## config.mk

```make
export PLATFORM = sky130hd
export DESIGN_NAME = fcf_flag_control
export DESIGN_NICKNAME = d
export VERILOG_FILES = /design/src/hdl/fcf_pkg.sv /design/src/hdl/fcf_flag_control.sv
export VERILOG_INCLUDE_DIRS = /design/src /design/src/hdl
export SDC_FILE = /design/constraint.sdc
export NUM_CORES = 1
export LEC_CHECK = 0
export BUFFER_PORTS_ARGS = -buffer_cell sky130_fd_sc_hd__buf_2
export CAP_MARGIN = 20
export CORE_MARGIN = 4
export CORE_UTILIZATION = 41
export CTS_BUF_LIST = sky130_fd_sc_hd__clkbuf_8
export CTS_CLUSTER_SIZE = 12
export DETAILED_ROUTE_END_ITERATION = 7
export HOLD_SLACK_MARGIN = 0.02
export SYNTH_ARGS = -nofsm -noshare
export SYNTH_HDL_FRONTEND = slang
export SYNTH_SLANG_ARGS = --single-unit
```

## constraint.sdc

```tcl
create_clock -name clk_sys -period 4.7 [get_ports clk_sys]
set_clock_uncertainty 0.15 [all_clocks]
set_input_delay 0.235 -clock clk_sys [delete_from_list [all_inputs] [get_ports clk_sys]]
set_output_delay 0.235 -clock clk_sys [all_outputs]
set_load 0.02 [all_outputs]
```

## src/hdl/fcf_map.svh

```systemverilog
// Constants for the FIFO configuration and flag control block
`ifndef FCF_MAP_SVH
`define FCF_MAP_SVH

// ******************************
// Storage geometry
// ******************************
`define FCF_DATA_W 18
`define FCF_ADDR_W 4
`define FCF_PTR_W 5
`define FCF_DEPTH 5'h10
`define FCF_BUF_DEPTH 2'h2

// ******************************
// Offsets
// ******************************
`define FCF_OFF_W 5
`define FCF_SHIFT_W 10
`define FCF_OFF_RESET 5'h01
`define FCF_DEF_OFF_0 5'h01
`define FCF_DEF_OFF_1 5'h02
`define FCF_DEF_OFF_2 5'h03
`define FCF_DEF_OFF_3 5'h04
`define FCF_DEF_OFF_4 5'h05
`define FCF_DEF_OFF_5 5'h06
`define FCF_DEF_OFF_6 5'h07
`define FCF_DEF_OFF_7 5'h08

// ******************************
// Word masks
// ******************************
`define FCF_MASK_X18 18'h3ffff
`define FCF_MASK_X9 18'h001ff

`endif

```

## src/hdl/fcf_pkg.sv

```systemverilog
// Types for the FIFO configuration and flag control block
`default_nettype none
package fcf_pkg;

  // Port width pairing, write side then read side
  typedef enum logic [3:0] {
    FCF_X18_X18 = 4'h1,
    FCF_X18_X9 = 4'h2,
    FCF_X9_X18 = 4'h4,
    FCF_X9_X9 = 4'h8
  } fcf_bus_t;

  typedef struct packed {
    logic fallthrough;
    logic parity_interspersed;
    logic flag_sync;
    logic serial_prog;
    logic little_endian;
    logic read_sync;
    logic write_sync;
    logic zero_latency;
    logic [2:0] default_sel;
    fcf_bus_t bus;
  } fcf_cfg_t;

  typedef struct packed {
    logic parity_layout_strap;
    logic write_width_strap;
    logic read_width_strap;
    logic flag_timing_strap;
    logic offset_default_select_0;
    logic offset_default_select_1;
    logic endian_strap;
    logic read_sync_strap;
    logic write_sync_strap;
    logic zero_latency_strap;
  } fcf_straps_t;

endpackage
`default_nettype wire

```

## src/hdl/fcf_flag_control.sv

```systemverilog
// FIFO configuration capture, offset registers, mark/retransmit and flags
`timescale 1ns/1ps
`default_nettype none
`include "fcf_map.svh"

module fcf_flag_control (
  input wire logic clk_sys,
  input wire logic reset,
  input wire logic master_clear_n,
  input wire logic partial_clear_n,
  input wire fcf_pkg::fcf_straps_t straps,
  input wire logic offset_load_select_n,
  input wire logic first_word_fallthrough_si,
  input wire logic offset_shift_enable_n,
  input wire logic offset_shift_clock,
  input wire logic write_en,
  input wire logic [`FCF_DATA_W-1:0] write_data,
  output logic write_ready,
  input wire logic read_en,
  output logic read_valid,
  input wire logic read_ready,
  output logic [`FCF_DATA_W-1:0] read_data,
  input wire logic output_enable_n,
  output logic read_data_oe,
  input wire logic mark,
  input wire logic retransmit_request_n,
  output logic empty_indication_n,
  output logic almost_empty_flag_n,
  output logic almost_full_flag_n,
  output fcf_pkg::fcf_cfg_t cfg
);

  // ******************************
  // Decoding helpers
  // ******************************
  function automatic fcf_pkg::fcf_bus_t bus_decode(input logic iw, input logic ow);
    unique case ({iw, ow})
      2'b00: bus_decode = fcf_pkg::FCF_X18_X18;
      2'b01: bus_decode = fcf_pkg::FCF_X18_X9;
      2'b10: bus_decode = fcf_pkg::FCF_X9_X18;
      default: bus_decode = fcf_pkg::FCF_X9_X9;
    endcase
  endfunction

  function automatic logic [`FCF_DATA_W-1:0] width_mask(input logic is_x9);
    width_mask = is_x9 ? `FCF_MASK_X9 : `FCF_MASK_X18;
  endfunction

  function automatic logic [`FCF_OFF_W-1:0] default_offset(input logic [2:0] sel);
    unique case (sel)
      3'h0: default_offset = `FCF_DEF_OFF_0;
      3'h1: default_offset = `FCF_DEF_OFF_1;
      3'h2: default_offset = `FCF_DEF_OFF_2;
      3'h3: default_offset = `FCF_DEF_OFF_3;
      3'h4: default_offset = `FCF_DEF_OFF_4;
      3'h5: default_offset = `FCF_DEF_OFF_5;
      3'h6: default_offset = `FCF_DEF_OFF_6;
      default: default_offset = `FCF_DEF_OFF_7;
    endcase
  endfunction

  // ******************************
  // Declarations
  // ******************************
  fcf_pkg::fcf_cfg_t cfg_reg;
  logic in_master, in_clear;
  logic [2:0] sel_now;
  logic write_x9, read_x9;
  logic [`FCF_DATA_W-1:0] mem_reg [`FCF_DEPTH];
  logic [`FCF_PTR_W-1:0] wr_ptr_reg, rd_ptr_reg, mark_ptr_reg, count;
  logic mark_valid_reg;
  logic [`FCF_OFF_W-1:0] empty_off_reg, full_off_reg;
  logic off_wr_sel_reg, off_rd_sel_reg;
  logic shift_clk_reg;
  logic mem_full, mem_empty, mem_write, mem_read, off_read, rt;
  logic [`FCF_DATA_W-1:0] buf_reg [2];
  logic [1:0] buf_cnt_reg;
  logic buf_in_valid, buf_in_ready, buf_pop;
  logic [`FCF_DATA_W-1:0] buf_in_data;
  logic rt_empty_reg;
  logic ae_comb, af_comb, ae_reg, af_reg;

  assign in_master = ~master_clear_n;
  assign in_clear = ~master_clear_n | ~partial_clear_n;
  assign sel_now = {offset_load_select_n, straps.offset_default_select_1,
                    straps.offset_default_select_0};
  assign rt = ~retransmit_request_n & ~in_clear;

  // ******************************
  // Configuration capture
  // ******************************
  always_ff @(posedge clk_sys or posedge reset) begin
    if (reset) begin
      cfg_reg <= '{fallthrough: 1'b0, parity_interspersed: 1'b0, flag_sync: 1'b0,
                   serial_prog: 1'b0, little_endian: 1'b0, read_sync: 1'b0,
                   write_sync: 1'b0, zero_latency: 1'b0, default_sel: 3'h0,
                   bus: fcf_pkg::FCF_X18_X18};
    end else if (in_master) begin
      cfg_reg.fallthrough <= first_word_fallthrough_si;
      cfg_reg.parity_interspersed <= straps.parity_layout_strap;
      cfg_reg.flag_sync <= straps.flag_timing_strap;
      cfg_reg.serial_prog <= ~offset_load_select_n;
      cfg_reg.little_endian <= straps.endian_strap;
      cfg_reg.read_sync <= straps.read_sync_strap;
      cfg_reg.write_sync <= straps.write_sync_strap;
      cfg_reg.zero_latency <= straps.zero_latency_strap;
      cfg_reg.default_sel <= sel_now;
      cfg_reg.bus <= bus_decode(straps.write_width_strap, straps.read_width_strap);
    end
  end

  assign cfg = cfg_reg;
  // Write side is x9 for the two modes that start with x9, read side for those ending in x9
  assign write_x9 = (cfg_reg.bus == fcf_pkg::FCF_X9_X18) | (cfg_reg.bus == fcf_pkg::FCF_X9_X9);
  assign read_x9 = (cfg_reg.bus == fcf_pkg::FCF_X18_X9) | (cfg_reg.bus == fcf_pkg::FCF_X9_X9);

  // ******************************
  // Offset registers
  // ******************************
  always_ff @(posedge clk_sys or posedge reset) begin
    if (reset) begin
      shift_clk_reg <= 1'b0;
    end else begin
      shift_clk_reg <= offset_shift_clock;
    end
  end

  always_ff @(posedge clk_sys or posedge reset) begin
    if (reset) begin
      empty_off_reg <= `FCF_OFF_RESET;
      full_off_reg <= `FCF_OFF_RESET;
      off_wr_sel_reg <= 1'b0;
    end else if (in_master) begin
      empty_off_reg <= default_offset(sel_now);
      full_off_reg <= default_offset(sel_now);
      off_wr_sel_reg <= 1'b0;
    end else if (cfg_reg.serial_prog) begin
      // Serial chain runs empty offset first, full offset last
      if (~offset_shift_enable_n & offset_shift_clock & ~shift_clk_reg) begin
        {empty_off_reg, full_off_reg} <=
          {empty_off_reg[`FCF_OFF_W-2:0], full_off_reg, first_word_fallthrough_si};
      end
    end else if (~offset_load_select_n & write_en & ~in_clear) begin
      if (off_wr_sel_reg) begin
        full_off_reg <= write_data[`FCF_OFF_W-1:0];
      end else begin
        empty_off_reg <= write_data[`FCF_OFF_W-1:0];
      end
      off_wr_sel_reg <= ~off_wr_sel_reg;
    end
  end

  // ******************************
  // Storage and pointers
  // ******************************
  assign count = wr_ptr_reg - rd_ptr_reg;
  assign mem_full = (count == `FCF_DEPTH);
  assign mem_empty = (count == {`FCF_PTR_W{1'b0}});
  assign write_ready = ~mem_full & offset_load_select_n & ~in_clear;
  assign mem_write = write_en & write_ready;
  assign mem_read = buf_in_ready & ~mem_empty & ~rt & ~in_clear & offset_load_select_n &
                    (cfg_reg.fallthrough | read_en);
  assign off_read = buf_in_ready & read_en & ~offset_load_select_n & ~in_clear;

  genvar gi;
  generate
    for (gi = 0; gi < `FCF_DEPTH; gi++) begin : g_mem
      always_ff @(posedge clk_sys) begin
        if (mem_write && wr_ptr_reg[`FCF_ADDR_W-1:0] == `FCF_ADDR_W'(gi)) begin
          mem_reg[gi] <= write_data & width_mask(write_x9);
        end
      end
    end
  endgenerate

  always_ff @(posedge clk_sys or posedge reset) begin
    if (reset) begin
      wr_ptr_reg <= {`FCF_PTR_W{1'b0}};
    end else if (in_clear) begin
      wr_ptr_reg <= {`FCF_PTR_W{1'b0}};
    end else if (mem_write) begin
      wr_ptr_reg <= wr_ptr_reg + 5'h01;
    end
  end

  always_ff @(posedge clk_sys or posedge reset) begin
    if (reset) begin
      rd_ptr_reg <= {`FCF_PTR_W{1'b0}};
    end else if (in_clear) begin
      rd_ptr_reg <= {`FCF_PTR_W{1'b0}};
    end else if (rt) begin
      rd_ptr_reg <= mark_valid_reg ? mark_ptr_reg : {`FCF_PTR_W{1'b0}};
    end else if (mem_read) begin
      rd_ptr_reg <= rd_ptr_reg + 5'h01;
    end
  end

  always_ff @(posedge clk_sys or posedge reset) begin
    if (reset) begin
      mark_ptr_reg <= {`FCF_PTR_W{1'b0}};
      mark_valid_reg <= 1'b0;
    end else if (in_clear) begin
      mark_valid_reg <= 1'b0;
    end else if (mark) begin
      mark_ptr_reg <= rd_ptr_reg;
      mark_valid_reg <= 1'b1;
    end
  end

  // ******************************
  // Two-entry output buffer
  // ******************************
  always_comb begin
    buf_in_valid = mem_read | off_read;
    buf_in_data = {`FCF_DATA_W{1'b0}};
    if (mem_read) begin
      buf_in_data = mem_reg[rd_ptr_reg[`FCF_ADDR_W-1:0]] & width_mask(read_x9);
    end else if (off_read) begin
      buf_in_data[`FCF_OFF_W-1:0] = off_rd_sel_reg ? full_off_reg : empty_off_reg;
    end
  end

  assign buf_in_ready = (buf_cnt_reg != `FCF_BUF_DEPTH) | buf_pop;
  assign read_valid = (buf_cnt_reg != 2'h0);
  assign buf_pop = read_valid & read_ready;
  assign read_data = buf_reg[0];

  always_ff @(posedge clk_sys or posedge reset) begin
    if (reset) begin
      off_rd_sel_reg <= 1'b0;
    end else if (in_clear) begin
      off_rd_sel_reg <= 1'b0;
    end else if (off_read) begin
      off_rd_sel_reg <= ~off_rd_sel_reg;
    end
  end

  always_ff @(posedge clk_sys or posedge reset) begin
    if (reset) begin
      buf_reg[0] <= {`FCF_DATA_W{1'b0}};
      buf_reg[1] <= {`FCF_DATA_W{1'b0}};
      buf_cnt_reg <= 2'h0;
    end else if (in_clear) begin
      buf_reg[0] <= {`FCF_DATA_W{1'b0}};
      buf_reg[1] <= {`FCF_DATA_W{1'b0}};
      buf_cnt_reg <= 2'h0;
    end else begin
      unique case ({buf_in_valid, buf_pop})
        2'b10: begin
          if (buf_cnt_reg == 2'h0) begin
            buf_reg[0] <= buf_in_data;
          end else begin
            buf_reg[1] <= buf_in_data;
          end
          buf_cnt_reg <= buf_cnt_reg + 2'h1;
        end
        2'b01: begin
          buf_reg[0] <= buf_reg[1];
          buf_cnt_reg <= buf_cnt_reg - 2'h1;
        end
        2'b11: begin
          if (buf_cnt_reg == 2'h1) begin
            buf_reg[0] <= buf_in_data;
          end else begin
            buf_reg[0] <= buf_reg[1];
            buf_reg[1] <= buf_in_data;
          end
        end
        default: begin
          buf_cnt_reg <= buf_cnt_reg;
        end
      endcase
    end
  end

  // Three-state control follows the pin with no clock in the path
  assign read_data_oe = ~output_enable_n;

  // ******************************
  // Status flags
  // ******************************
  always_ff @(posedge clk_sys or posedge reset) begin
    if (reset) begin
      rt_empty_reg <= 1'b0;
    end else begin
      rt_empty_reg <= rt;
    end
  end

  assign empty_indication_n = ~mem_empty & ~rt & ~rt_empty_reg & ~in_clear;

  assign ae_comb = (count >= empty_off_reg);
  assign af_comb = ((`FCF_DEPTH - count) > full_off_reg);

  always_ff @(posedge clk_sys or posedge reset) begin
    if (reset) begin
      ae_reg <= 1'b0;
      af_reg <= 1'b1;
    end else begin
      ae_reg <= ae_comb;
      af_reg <= af_comb;
    end
  end

  assign almost_empty_flag_n = cfg_reg.flag_sync ? ae_reg : ae_comb;
  assign almost_full_flag_n = cfg_reg.flag_sync ? af_reg : af_comb;

endmodule // fcf_flag_control
`default_nettype wire

```

==> run metrics <==
area enclosed by the die boundary=0.0415 sq mm; proportion of netlist area held by the largest area contributor=0.550; Final Hold Viols=0; Via Count=8,882; Hold Worst Slack=0.125 ns; top cell family by delay on the critical path=adder cells; delay of the slowest critical-path stage=0.46 ns; endpoint class of the critical path=output port; TritonCTS Buffers=59; dominant cell by count in the synthesized netlist=edfxtp_1; post-synthesis average cell area=15.9 sq um; count of flip-flops with a built-in enable after synthesis=288; number of H-tree levels=2; shortest clock period the worst path allows after layout=4.25 ns; Area growth syn-to-layout=15.3%; ys async rst share=0.228; number of violations reported at the end of detailed-routing iteration 0=749; Area contributors post-synth=edfxtp_1 (55%), dfrtp_1 (13%), mux4_2 (10%), nand2_1 (2.4%), ha_1 (2.0%); pre-CTS setup slack=0.778 ns; Cell Chain, Critical Path=inv_1, ha_1, inv_1, fa_1, inv_1, ha_1, nor3b_1, ha_1, inv_1, ha_1, and3_1, nand3_1, mux2_2, a21boi_0, buf_2; area of the placeable core=0.0378 sq mm; initial antenna violation count=2; number of clock sinks=373; via count of the first global-routing pass=8,862; count of nets left with antenna violations after detail routing=0; die extent in x=204 um; clock buffer depth=3; leakage power figure=6.59 nW; power per cell area=374 mW/mm^2; path type of the worst setup path=register to output port; Slew headroom=0.363; pin count of the biggest net entering global routing=59; worst path arrival time=3.87 ns; number of iterations in the first detailed-routing pass=5; critical path data required time=4.32 ns; wire per inst=21.4 um; VDD IR max=207 uV; max_cap viols=0; end-of-flow core utilization=0.480; count of input and output buffers=80; mean number of vias per cell=5.27; number of flip-flops under the largest register name=288; count of instances resized after the clock tree is built=0; final worst setup slack=0.448 ns; Peak Freq=235 MHz; most common library cells after synthesis=edfxtp_1 (288), nand2_1 (99), dfrtp_1 (81), mux4_2 (72), o21ai_1 (43); classification of the worst-slack hold path=input pin to register; die boundary height=204 um; share of cells above drive strength 1=0.254; later-pin clock latency in the skew report=0.63 ns; number of max-slew violations in the final report=0; Max FO, Critical Path=6; fraction of the yosys area taken by sequential cells=0.686; cell with the biggest individual delay on the critical path=fa_1; wire length of the first global-routing pass=54.6 mm; number of cells produced by synthesis=986; Starting Density=0.416; worst setup slack for register-to-register paths=0.74 ns; crit path launch type=register; CTS root buf=clkbuf_8; placed wire-length estimate after detailed placement=23.0 mm; dominant cell type by area after synthesis=edfxtp_1; number of library cell types mapped by synthesis=62; RSZ-0062 raised after global routing=no; CTS tree=built; number of nets in the finished design=1,189; Syn Nets=1,054; number of placement rows=71; clk slew on worst S/H paths=0.06 ns; cell total after placement=1,540; # IOs=81; overall routed net length=36.1 mm; number of cells in the finished layout apart from fillers=1,685; total setup violations reported at the end of the flow=0; Yosys reg bits=373; Worst-Margin Slew=0.953 ns; count of filler cells inserted in the layout=3,245; area of the mapped netlist=0.0157 sq mm; count of warnings emitted by yosys=0; period utilization=0.905; GPL Wtd Cong=0.815; leading register cell type out of synthesis=edfxtp_1; result of the run=finished clean; number of buffer and inverter instances along the worst setup path=5; overall track demand over capacity in global routing=0.174; overall overflow remaining after global route=0; total DRC errors in the routed layout=0
[placed cells by master, fill, tap and decap left out, types with 7 or more instances in the layout]
| cell | netlist | final |
|---|---|---|
| xnor2_1 | 11 | 11 |
| inv_1 | 29 | 50 |
| dfrtp_1 | 81 | 79 |
| nand2_1 | 99 | 99 |
| mux4_2 | 72 | 72 |
| nor2_1 | 31 | 27 |
| nand3_1 | 24 | 24 |
| buf_2 | 16 | 80 |
| o21ai_1 | 43 | 43 |
| ha_1 | 25 | 25 |
| and2_1 | 20 | 20 |
| a21oi_1 | 27 | 27 |
| o22ai_1 | 7 | 7 |
| clkinv_1 | 0 | 14 |
| a22oi_1 | 25 | 25 |
| a21o_1 | 7 | 7 |
| clkbuf_8 | 0 | 61 |
| buf_4 | 24 | 29 |
| dlygate4sd3_1 | 0 | 31 |
| mux2i_1 | 19 | 19 |
| o21ai_0 | 13 | 13 |
| mux2_2 | 12 | 12 |
| edfxtp_1 | 288 | 288 |
| clkinv_2 | 0 | 8 |
[power by group]
part / switching, mW / internal [mW] / leakage, nW
sequential: 0.0366 / 3.63 / 3.72
combinational: 0.287 / 0.154 / 2.21
clock: 1.28 / 1.38 / 0.670
[cells by family (layout without fill, tap and decap cells)]
logic type,Yosys count,in the layout,share of synthesized area
other,0,3,0
adder cells (fa/ha/maj),26,26,0.0212
AO/OA/AOI/OAI,160,160,0.0653
flip-flops,373,373,0.686
XOR/XNOR,17,17,0.00947
multiplexers,104,104,0.125
AND/OR/NAND/NOR,209,209,0.0631
buffers and inverters,97,282,0.0307
[through the flow]
step	total power, mW	setup TNS (ns)	area [sq um]
6_report	6.77	0	18100
5_1_grt	7.05	0	18100
4_1_cts	6.84	0	18100
3_5_place_dp	4.16	0	16700
3_3_place_gp	4.15	0	16600
2_1_floorplan	3.98	-29.01	15700
[worst paths after layout]
check	startpoint	end	depth (start not counted)
worst max-delay path	wr_ptr_reg[0]	almost_full_flag_n	15
worst min-delay path	write_data[12]	mem_reg[8][12]	2
worst max register to register	wr_ptr_reg[0]	mem_reg[10][15]	14
worst min register to register	cfg[6]	cfg[6]	2
max in group asynchronous	reset	rd_ptr_reg[0]	4
min in group asynchronous	reset	buf_reg[13]	3
[repair_timing]
item / in CTS / in global routing
hold buffers: 31 / 0
endpoints found under the hold margin: 233 / 0
setup buffers: 0 / 0
[cell type report]
cell class                 count  area (sq um)  share of cell area
sequential                   373         10800               0.595
timing repair buffer         140           928              0.0512
multi-input combinational    516          4490               0.248
antenna                        3          7.51            0.000414
clock buffer                  61           840              0.0463
tap                          511           639              0.0353
inverter                      31           118             0.00649
clock inverter                50           310              0.0171
[metal layers]
metal | GRT usage | part of all wire | vias to the layer above
met5 | 0 | 0 | -
met4 | 0.0477 | 0.020 | 0
met3 | 0.0297 | 0.055 | 51
met2 | 0.275 | 0.48 | 233
met1 | 0.251 | 0.45 | 4546
li1 | - | - | 4052
(Power assumes the default switching activity.)
